**config.mk**
```make
export PLATFORM = sky130hd
export DESIGN_NAME = exchange_route_controller
export DESIGN_NICKNAME = d
export VERILOG_FILES = /design/src/erc_pkg.sv /design/src/erc_byte_out.sv /design/src/erc_controller.sv
export SDC_FILE = /design/constraint.sdc
export NUM_CORES = 1
export LEC_CHECK = 0
export ABC_AREA = 1
export BUFFER_PORTS_ARGS = -buffer_cell sky130_fd_sc_hd__buf_2
export CAP_MARGIN = 25
export CORE_MARGIN = 2
export CORE_UTILIZATION = 45
export CTS_CLUSTER_SIZE = 14
export DETAILED_ROUTE_END_ITERATION = 10
export GPL_TIMING_DRIVEN = 0
export PLACE_DENSITY = 0.66
export SLEW_MARGIN = 20
export SYNTH_ARGS = -nofsm -noshare
export SYNTH_HDL_FRONTEND = slang
export SYNTH_SLANG_ARGS = --single-unit
```
**constraint.sdc**
```tcl
create_clock -name ref_clk -period 2.5 [get_ports ref_clk]
set_input_delay 0.5 -clock ref_clk [delete_from_list [all_inputs] [get_ports ref_clk]]
set_output_delay 0.5 -clock ref_clk [all_outputs]
set_load 0.03 [all_outputs]
```
**src/erc_pkg.sv**
```systemverilog
// Contract
// - When a message is passed to its receiver, the destination token is replaced by the sender's node identifier.
// - Each two-way switch port carries two logical channels, one in each direction, between a node and the crossbar.
// - The controller reads one token byte from the chain, takes one of three paths by its value, and then waits for the next token.
// - For a token that is neither a request nor a release, the controller reads and discards the next two bytes.
// - On a route request token, the controller reads two more bytes: the source node, then the destination node.
// - For a request, the controller sends a query command and the source identifier to the switch and takes the peer byte, then does the same for the destination.
// - A returned peer byte becomes the nil node value when the switch reports that output as inactive, and is otherwise kept.
// - After both queries, the controller sends release token, source peer, destination peer, source, destination onto the outgoing chain.
// - Switch commands are: one-way route 0, pair connect 1, query 2, settle 3, clear 4, drop output 5, unpair 6.
// - Every output, input or port identifier sent after a command byte lies in the range 0 to 31.
// - The switch answers a query with the connected input identifier, and bit 7 is set when that output is inactive.
// - The inactive test masks the peer byte with 80 hex and treats the output as inactive when that bit is set.
package erc_pkg;
	localparam logic [7:0] ROUTE_ONE_WAY_CMD   = 8'h00;
	localparam logic [7:0] PAIR_CONNECT_CMD    = 8'h01;
	localparam logic [7:0] QUERY_PEER_CMD      = 8'h02;
	localparam logic [7:0] SETTLE_CMD          = 8'h03;
	localparam logic [7:0] SWITCH_CLEAR_CMD    = 8'h04;
	localparam logic [7:0] DROP_OUTPUT_CMD     = 8'h05;
	localparam logic [7:0] UNPAIR_CMD          = 8'h06;
	localparam logic [7:0] ROUTE_REQUEST_TOKEN = 8'h10;
	localparam logic [7:0] RELEASE_TOKEN       = 8'h11;
	localparam logic [7:0] ROUTE_ACK_TOKEN     = 8'h12;
	localparam logic [7:0] NIL_NODE            = 8'hFF;
	localparam logic [7:0] ACTIVE_MASK         = 8'h80;
	localparam logic [7:0] PORT_ID_MASK        = 8'h1F;
	localparam logic [2:0] REL_LEN             = 3'h5;

	typedef enum logic [3:0] {
		ERC_IDLE,
		ERC_SKIP,
		ERC_REQ_SRC,
		ERC_REQ_DST,
		ERC_Q_CMD,
		ERC_Q_ID,
		ERC_Q_ANS,
		ERC_EMIT,
		ERC_REL_PASS
	} erc_state_e;
endpackage

```
**src/erc_byte_out.sv**
```systemverilog
`timescale 1ns/1ps
`default_nettype none
// ----------------------------------------
// registered byte output stage
// ----------------------------------------
module erc_byte_out
	import erc_pkg::*;
(
	input  wire logic       ref_clk, // clock
	input  wire logic       rst_n,   // async reset
	input  wire logic       load,    // take new byte
	input  wire logic [7:0] din,     // byte to send
	input  wire logic       ready,   // far side accepts
	output logic            valid,   // byte offered
	output logic      [7:0] dout     // byte
);
	logic       next_valid;
	logic [7:0] next_dout;

	always_comb begin
		next_valid = valid;
		next_dout  = dout;
		if (valid && ready) begin
			next_valid = 1'b0;
		end
		if (load) begin
			next_valid = 1'b1;
			next_dout  = din;
		end
	end

	always_ff @(posedge ref_clk or negedge rst_n) begin
		if (!rst_n) begin
			valid <= 1'b0;
			dout  <= 8'h00;
		end else begin
			valid <= next_valid;
			dout  <= next_dout;
		end
	end
endmodule
`default_nettype wire

```
**src/erc_controller.sv**
```systemverilog
`timescale 1ns/1ps
`default_nettype none
module exchange_route_controller
	import erc_pkg::*;
(
	input  wire logic       ref_clk,      // 100 MHz clock
	input  wire logic       rst_n,        // async reset, active low
	input  wire logic       chain_valid,  // incoming chain byte offered
	input  wire logic [7:0] chain_data,   // incoming chain byte
	output logic            chain_ready,  // incoming byte taken
	output logic            up_valid,     // outgoing chain byte offered
	output logic      [7:0] up_data,      // outgoing chain byte
	input  wire logic       up_ready,     // outgoing byte accepted
	output logic            cfg_valid,    // switch command byte offered
	output logic      [7:0] cfg_data,     // switch command byte
	input  wire logic       cfg_ready,    // switch took command byte
	input  wire logic       ans_valid,    // switch answer offered
	input  wire logic [7:0] ans_data,     // switch answer byte
	output logic            ans_ready,    // answer taken
	output logic            busy          // token in progress
);
	erc_state_e state, next_state;
	logic [7:0] src, next_src;
	logic [7:0] dst, next_dst;
	logic [7:0] src_peer, next_src_peer;
	logic [7:0] dst_peer, next_dst_peer;
	logic       q_dst, next_q_dst;
	logic [2:0] cnt, next_cnt;
	logic       next_chain_ready;
	logic       next_ans_ready;
	logic       next_busy;
	logic       up_load, cfg_load;
	logic [7:0] up_din, cfg_din;
	logic [7:0] peer_fixed;
	logic       chain_take, ans_take;

	assign chain_take = chain_valid && chain_ready;
	assign ans_take   = ans_valid && ans_ready;

	// ----------------------------------------
	// peer clean-up
	// ----------------------------------------
	always_comb begin
		peer_fixed = ans_data;
		if ((ans_data & ACTIVE_MASK) == ACTIVE_MASK) begin
			peer_fixed = NIL_NODE;
		end
	end

	// ----------------------------------------
	// token sequencer
	// ----------------------------------------
	always_comb begin
		next_state       = state;
		next_src         = src;
		next_dst         = dst;
		next_src_peer    = src_peer;
		next_dst_peer    = dst_peer;
		next_q_dst       = q_dst;
		next_cnt         = cnt;
		next_chain_ready = 1'b0;
		next_ans_ready   = 1'b0;
		up_load          = 1'b0;
		up_din           = 8'h00;
		cfg_load         = 1'b0;
		cfg_din          = 8'h00;
		case (state)
			ERC_IDLE: begin
				next_chain_ready = !chain_take;
				if (chain_take) begin
					next_cnt = 3'h0;
					if (chain_data == ROUTE_REQUEST_TOKEN) begin
						next_state       = ERC_REQ_SRC;
						next_chain_ready = 1'b1;
					end else if (chain_data == RELEASE_TOKEN) begin
						next_state = ERC_REL_PASS;
					end else begin
						next_state       = ERC_SKIP;
						next_chain_ready = 1'b1;
					end
				end
			end
			ERC_SKIP: begin
				next_chain_ready = 1'b1;
				if (chain_take) begin
					next_cnt = cnt + 3'h1;
					if (cnt == 3'h1) begin
						next_chain_ready = 1'b0;
						next_state       = ERC_IDLE;
					end
				end
			end
			ERC_REQ_SRC: begin
				next_chain_ready = 1'b1;
				if (chain_take) begin
					next_src   = chain_data;
					next_state = ERC_REQ_DST;
				end
			end
			ERC_REQ_DST: begin
				next_chain_ready = !chain_take;
				if (chain_take) begin
					next_dst   = chain_data;
					next_q_dst = 1'b0;
					next_state = ERC_Q_CMD;
				end
			end
			ERC_Q_CMD: begin
				if (!cfg_valid) begin
					cfg_load   = 1'b1;
					cfg_din    = QUERY_PEER_CMD;
					next_state = ERC_Q_ID;
				end
			end
			ERC_Q_ID: begin
				if (!cfg_valid || cfg_ready) begin
					cfg_load       = 1'b1;
					cfg_din        = (q_dst ? dst : src) & PORT_ID_MASK;
					next_state     = ERC_Q_ANS;
					next_ans_ready = 1'b1;
				end
			end
			ERC_Q_ANS: begin
				next_ans_ready = 1'b1;
				if (ans_take) begin
					next_ans_ready = 1'b0;
					if (q_dst) begin
						next_dst_peer = peer_fixed;
						next_cnt      = 3'h0;
						next_state    = ERC_EMIT;
					end else begin
						next_src_peer = peer_fixed;
						next_q_dst    = 1'b1;
						next_state    = ERC_Q_CMD;
					end
				end
			end
			ERC_EMIT: begin
				if (!up_valid || up_ready) begin
					up_load  = 1'b1;
					next_cnt = cnt + 3'h1;
					case (cnt)
						3'h0: up_din = RELEASE_TOKEN;
						3'h1: up_din = src_peer;
						3'h2: up_din = dst_peer;
						3'h3: up_din = src;
						default: up_din = dst;
					endcase
					if (cnt == REL_LEN - 3'h1) begin
						next_state = ERC_IDLE;
					end
				end
			end
			ERC_REL_PASS: begin
				// release handling lies outside this block; forward it unchanged
				if (cnt == 3'h0) begin
					if (!up_valid || up_ready) begin
						up_load          = 1'b1;
						up_din           = RELEASE_TOKEN;
						next_cnt         = 3'h1;
					end
				end else begin
					next_chain_ready = !chain_take && (!up_valid || up_ready);
					if (chain_take) begin
						up_load  = 1'b1;
						up_din   = chain_data;
						next_cnt = cnt + 3'h1;
						if (cnt == REL_LEN - 3'h1) begin
							next_chain_ready = 1'b0;
							next_state       = ERC_IDLE;
						end
					end
				end
			end
			default: next_state = ERC_IDLE;
		endcase
		next_busy = (next_state != ERC_IDLE);
	end

	always_ff @(posedge ref_clk or negedge rst_n) begin
		if (!rst_n) begin
			state       <= ERC_IDLE;
			src         <= 8'h00;
			dst         <= 8'h00;
			src_peer    <= 8'h00;
			dst_peer    <= 8'h00;
			q_dst       <= 1'b0;
			cnt         <= 3'h0;
			chain_ready <= 1'b0;
			ans_ready   <= 1'b0;
			busy        <= 1'b0;
		end else begin
			state       <= next_state;
			src         <= next_src;
			dst         <= next_dst;
			src_peer    <= next_src_peer;
			dst_peer    <= next_dst_peer;
			q_dst       <= next_q_dst;
			cnt         <= next_cnt;
			chain_ready <= next_chain_ready;
			ans_ready   <= next_ans_ready;
			busy        <= next_busy;
		end
	end

	// ----------------------------------------
	// output byte stages
	// ----------------------------------------
	erc_byte_out u_up (
		.ref_clk (ref_clk),
		.rst_n   (rst_n),
		.load    (up_load),
		.din     (up_din),
		.ready   (up_ready),
		.valid   (up_valid),
		.dout    (up_data)
	);

	erc_byte_out u_cfg (
		.ref_clk (ref_clk),
		.rst_n   (rst_n),
		.load    (cfg_load),
		.din     (cfg_din),
		.ready   (cfg_ready),
		.valid   (cfg_valid),
		.dout    (cfg_data)
	);
endmodule
`default_nettype wire

```
==> results.cfg, run 1 <==
[status]
outcome = finished clean

[timing]
final_period_minus_worst_setup_slack_ns = 2.03
fmaxAchievable_ghz = 0.492
fin_ws_ns = 0.467
finalClockSkew_ns = 0.00910
timing.slew.headroom_pct = 49.7
slew_violations = 0
timing.final.crit_share_pct = 81.3
finalSetupViolCount = 0
tightestPinTransition_ns = 0.754
setup-tns-final_ns = 0
rsz0062_at_grt = no
finalHoldViolations = 0

[setup_path]
ff2ff_setup_slack_ns = 0.47
cpLargestDelayFamily = buffers and inverters
worst_r2r_endpoint = u_up.dout[4]$_DFFE_PN0P_
cpPeakStageDelay_ns = 0.35
path_class = flop to flop
critical_path.endpoint_type = flop
rr_startpoint = cnt[2]$_DFFE_PN0P_
timing.critical_path.mode_cell = sky130_fd_sc_hd__nand2_1
worst-path-stages = 11
number_of_cell_instances_on_the_worst_register_to_register_path = 11
crit_path_start = cnt[2]$_DFFE_PN0P_
critical_path_arrival_ns = 2.31
crit_path_max_fanout = 10
worst-path-buf-inv = 4
critical_path_capture_point = u_up.dout[4]$_DFFE_PN0P_
worst_setup_path_start_kind = flop
worst-endpoint-required_ns = 2.78
timing.critical_path.cells = buf_2, inv_2, buf_2, ha_1, clkbuf_1, nand2_1, nand2_1, a21oi_1, a21oi_1, nor2_1, nand2_1
critical-path-slowest-cell = sky130_fd_sc_hd__dfrtp_1

[synth]
yosys_top_cell_area_share_pct = 43.8
yosysWarningCount = 0
yosys_register_bits = 58
post_synth_cell_types = 32
main_combinational_cell_family_by_area_after_synthesis = simple AND/OR/NAND/NOR gates
post_synth_fa_ha_maj_area_fraction_pct = 1.89
synthesis.area_um2 = 3310
synth_simple_gate_area_share_pct = 29.8
synth-seq-area-share_pct = 43.8
ys_top_cells_by_count = sky130_fd_sc_hd__nand2_1 (108), sky130_fd_sc_hd__dfrtp_1 (58), sky130_fd_sc_hd__inv_1 (35)
synth_compound_gate_area_share_pct = 14.7
most_repeated_cell_in_the_gate_level_netlist_after_synthesis = sky130_fd_sc_hd__nand2_1
synthMuxAreaShare_pct = 1.51
post_synth.cell_area_avg_um2 = 8.10
share_of_flip_flops_with_an_asynchronous_set_or_reset_after_synthesis_pct = 100
synth_area_leaders = sky130_fd_sc_hd__dfrtp_1 (44%), sky130_fd_sc_hd__nand2_1 (12%), sky130_fd_sc_hd__inv_1 (4.0%)
synth_top_cell_by_area = sky130_fd_sc_hd__dfrtp_1
synth-xor-area-share_pct = 0
synth_cells = 409
synth_edf_count = 0
synth_flop_type = sky130_fd_sc_hd__dfrtp_1

[clock_tree]
cts_root_buffer = sky130_fd_sc_hd__clkbuf_8
cts_tree = built
post_cts.repair.setup_buffers = 0
postCtsHoldBufs = 0
cts_sink_cnt = 58
cts-htree-levels = 3
cts_resized = 0
cts.reportedPaths.clkPinSlew_ns = 0.07
cts_buffers = 9
later_pin_clock_latency_in_the_skew_report_ns = 0.34
max-clock-path-buffers = 2

[power]
sequentialPowerShare_pct = 35.1
fraction_of_power_spent_switching_nets_pct = 43.5
max-vdd-ir-drop_mv = 0.449
pwr-share-comb_pct = 44.7
share_clk_of_total_power_pct = 20.2
power_mw = 4.53
power_leakage_nw = 1.95
intPower_mw = 2.56
netSwitchingPower_mw = 1.97
power.density_cell_area_nw_per_um2 = 1180

[routing]
drt_pre_antenna_iters = 5
drc = 0
routed_wire_length_per_instance_um = 14.6
wl_mm = 8.22
via_count = 2858
antenna_left = 0
routed_via_density = 5.07
detailedRoute.firstIterationViolations = 212

[final_layout]
fillers = 675
n_antenna_cell = 0
fraction_of_layout_instances_using_a_drive_strength_above_1_pct = 29.2
final_cells = 564
syn_to_final_growth_pct = 16.0
post_layout_nets = 488

[global_route]
grtUsageTotal_pct = 21.8
via_count_of_the_first_global_routing_pass = 2812
grt_antenna_before_repair = 0
grt_first_pass_wirelength_mm = 14.0
grt_overflow_total = 0
grt_start_max_net_pins = 59

[floorplanning]
initial_util_pct = 46.2
core_area_um2 = 7180
die_area_um2 = 8060
die_y_um = 89.8
floorplan.die.width_um = 89.8
core.rowCount = 31
io_pins = 43

[placed_design]
dp_hpwl_mm = 5.99
dpl.cell_count = 549
detailedPlace.worstSlack_ns = 0.470
gpl.final_weighted_congestion = 0.874
portBuffers = 39

[run]
max-cap-violations = 0

[hold_path]
hp-class = input port to async pin
power by group through the flow:
stage	combinational, mW	sequential [mW]	clock, mW
after detailed placement	2.02	1.60	0
after CTS	2.03	1.59	0.931
after global placement	1.98	1.58	0
final	2.03	1.59	0.916
after global routing	2.27	1.64	0.967
after floorplan	1.31	1.78	0
cell usage in the layout (no fill, tap or decap), drive strengths merged:
cell / instances
nor2: 45
a21boi: 1
o21ai: 50
mux2i: 5
bufinv: 2
conb: 3
inv: 48
o311ai: 1
clkinv: 1
nand3: 22
o211ai: 15
or2: 7
clkbuf: 13
ha: 5
nand2: 126
nand4: 7
a31oi: 1
buf: 50
a21oi: 4
dfrtp: 58
nor3: 1
worst reg2reg max path: cells and delay by family (launching register included):
kind                       cells  cell delay (ns)
buffers and inverters          4             0.95
DFF                            1             0.35
and+or+nand+nor                4             0.32
AOI/OAI and AO/OA              2             0.19
adders and majority gates      1             0.17
cell type report:
class                      instances  area [um^2]  share of cell area (%)
sequential                        58         1450                    37.8
timing repair buffer              39          198                    5.15
clock buffer                      12          135                    3.52
tap                               99          124                    3.22
multi-input combinational        293         1600                    41.6
clock inverter                     3         65.1                    1.69
inverter                          48          183                    4.76
buffer                            12         87.6                    2.28
layer usage:
layer	track usage, %	part of all wire (%)	vias to the layer above	wire (um)
met2	34.0	45	94	3700
li1	-	-	1421	-
met1	30.8	46	1333	3760
met4	6.15	1.5	0	124
met3	4.86	7.7	10	631
met5	0	0	-	0
cells by family (layout without fill, tap and decap cells):
kind of cell | Yosys count | in the layout
simple gates | 208 | 208
compound gates | 72 | 72
buf+inv | 60 | 114
flops | 58 | 58
fa+ha+maj | 5 | 5
mux | 5 | 5
other cells | 1 | 3
sequential cells by signal, summed over array words and instances (netlist names), 3 cells and up:
name / cells
dst_peer: 8
u_cfg.dout: 5
cnt: 3
src: 8
u_up.dout: 8
dst: 8
state: 4
src_peer: 8
metrics by stage:
step	instance area, um^2	util (%)	hold slack, ns
after global placement	3640	50.7	0.461
after floorplan	3320	-	0.204
after CTS	3840	53.5	0.258
after detailed placement	3640	50.7	0.468
after global routing	3840	53.5	0.272
final	3840	53.5	0.223
how the worst min path moves through the flow:
stage / startpoint / end / slack, ns
2_1_floorplan: rst_n / ans_ready$_DFF_PN0_ / 0.20
3_3_place_gp: dst_peer[1]$_DFFE_PN0P_ / dst_peer[1]$_DFFE_PN0P_ / 0.46
3_5_place_dp: dst_peer[1]$_DFFE_PN0P_ / dst_peer[1]$_DFFE_PN0P_ / 0.47
4_1_cts: rst_n / dst_peer[6]$_DFFE_PN0P_ / 0.26
5_1_grt: rst_n / dst_peer[3]$_DFFE_PN0P_ / 0.27
6_report: rst_n / dst_peer[3]$_DFFE_PN0P_ / 0.22
No activity file was read; power rests on OpenSTA's default activity.
==> inputs of run 2 (changes only) <==
Clock period 2.5 ns to 2.1 ns, I/O delays scaled along.
==> results.cfg, run 2 (synthesis results as in run 1) <==
[power]
max-vdd-ir-drop_mv = 0.536
power_leakage_nw = 1.95
power.density_cell_area_nw_per_um2 = 1410

[global_route]
grt_antenna_before_repair = 0
via_count_of_the_first_global_routing_pass = 2812
grtUsageTotal_pct = 21.8
grt_first_pass_wirelength_mm = 14.0
grt_start_max_net_pins = 59
grt_overflow_total = 0

[timing]
tightestPinTransition_ns = 0.761
finalClockSkew_ns = 0.00886
setup-tns-final_ns = 0
final_period_minus_worst_setup_slack_ns = 1.92
fmaxAchievable_ghz = 0.521
slew_violations = 0
finalHoldViolations = 0
rsz0062_at_grt = no
timing.final.crit_share_pct = 91.4
timing.slew.headroom_pct = 49.3
finalSetupViolCount = 0

[clock_tree]
later_pin_clock_latency_in_the_skew_report_ns = 0.34
cts_root_buffer = sky130_fd_sc_hd__clkbuf_8
cts_tree = built
cts_resized = 0
postCtsHoldBufs = 0
cts-htree-levels = 3
post_cts.repair.setup_buffers = 0
cts_sink_cnt = 58
cts_buffers = 9
cts.reportedPaths.clkPinSlew_ns = 0.07
max-clock-path-buffers = 2

[placed_design]
gpl.final_weighted_congestion = 0.874
portBuffers = 39
dp_hpwl_mm = 5.99
placement.cell_area_um2 = 3640

[floorplanning]
core_area_um2 = 7180
initial_util_pct = 46.2
io_pins = 43
floorplan.die.width_um = 89.8
core.rowCount = 31
die_area_um2 = 8060
die_y_um = 89.8

[final_layout]
mostFrequentLayoutCells = sky130_fd_sc_hd__nand2_1 (108), sky130_fd_sc_hd__dfrtp_1 (58), sky130_fd_sc_hd__buf_2 (42), sky130_fd_sc_hd__inv_1 (35), sky130_fd_sc_hd__nor2_1 (33)
fillers = 674
fraction_of_layout_instances_using_a_drive_strength_above_1_pct = 29.3
layout_commonest_cell = sky130_fd_sc_hd__nand2_1
final_area_um2 = 3840
post_layout_nets = 487
syn_to_final_growth_pct = 15.9
n_antenna_cell = 0

[run]
max-cap-violations = 0

[routing]
drc = 0
routed_wire_length_per_instance_um = 14.7
via_count = 2891
routed_via_density = 5.13
wl_mm = 8.27
antenna_left = 0
drt_pre_antenna_iters = 5
detailedRoute.firstIterationViolations = 206

[setup_path]
critical_path.endpoint_type = flop
worst_setup_path_start_kind = flop
ff2ff_setup_slack_ns = 0.18
worst-endpoint-required_ns = 2.38
critical_path_arrival_ns = 2.20
path_class = flop to flop
crit_path_max_fanout = 10

[hold_path]
hp-class = input port to async pin

[status]
outcome = finished clean
## run 2: changes by cell type in the layout (fill, tap and decap cells not counted)
cell | before | now
sky130_fd_sc_hd__clkbuf_1 | 4 | 3
## run 2: area by class of cell
type,instances,area [um^2],area share (%)
sequential,58,1450,37.8
buffer,11,83.8,2.18
tap,99,124,3.23
multi-input combinational,293,1600,41.6
clock buffer,12,135,3.52
clock inverter,3,65.1,1.70
timing repair buffer,39,198,5.15
inverter,48,183,4.76
## run 2: path summary, 6_finish.rpt
kind                                           start                         to  cells after the start
setup / recovery                  cnt[2]$_DFFE_PN0P_   u_up.dout[4]$_DFFE_PN0P_                     10
hold / removal                                 rst_n    dst_peer[3]$_DFFE_PN0P_                      1
setup reg to reg                  cnt[2]$_DFFE_PN0P_   u_up.dout[4]$_DFFE_PN0P_                     10
hold reg to reg            u_cfg.dout[4]$_DFFE_PN0P_  u_cfg.dout[4]$_DFFE_PN0P_                      2
max in group asynchronous                      rst_n         state[3]$_DFF_PN0_                      1
min in group ref_clk                       cfg_ready    u_cfg.valid$_DFFE_PN0P_                      4
## run 2: report_power, final
group	switching, mW	total, mW	internal [mW]	leakage [nW]
Sequential	0.293	1.89	1.60	0.718
Clock	0.431	1.09	0.661	0.100
Combinational	1.62	2.41	0.792	1.13
## run 2: critical path, stage by stage (launching register included)
cell	delay (ns)
sky130_fd_sc_hd__dfrtp_1	0.35
sky130_fd_sc_hd__buf_2	0.16
sky130_fd_sc_hd__inv_2	0.18
sky130_fd_sc_hd__buf_2	0.27
sky130_fd_sc_hd__ha_1	0.41
sky130_fd_sc_hd__nand2_1	0.09
sky130_fd_sc_hd__nand2_1	0.08
sky130_fd_sc_hd__a21oi_1	0.04
sky130_fd_sc_hd__a21oi_1	0.15
sky130_fd_sc_hd__nor2_1	0.07
sky130_fd_sc_hd__nand2_1	0.06
## run 2: per-stage QoR
step	util [%]	worst slack, ns	hold slack [ns]	cells	total power, mW
2_1_floorplan	-	0.518	0.124	411	3.68
3_3_place_gp	50.7	0.0489	0.461	549	4.24
3_5_place_dp	50.7	0.0702	0.468	549	4.31
4_1_cts	53.5	0.0328	0.178	564	5.42
5_1_grt	53.5	0.0209	0.192	563	5.80
6_report	53.5	0.181	0.125	563	5.40
## run 2: per-layer routing
metal / vias to the layer above / GRT usage, % / share of wire [%]
li1: 1415 / - / -
met1: 1357 / 30.8 / 47
met2: 105 / 34.0 / 45
met3: 14 / 4.86 / 6.3
met4: 0 / 6.15 / 1.8
met5: - / 0 / 0
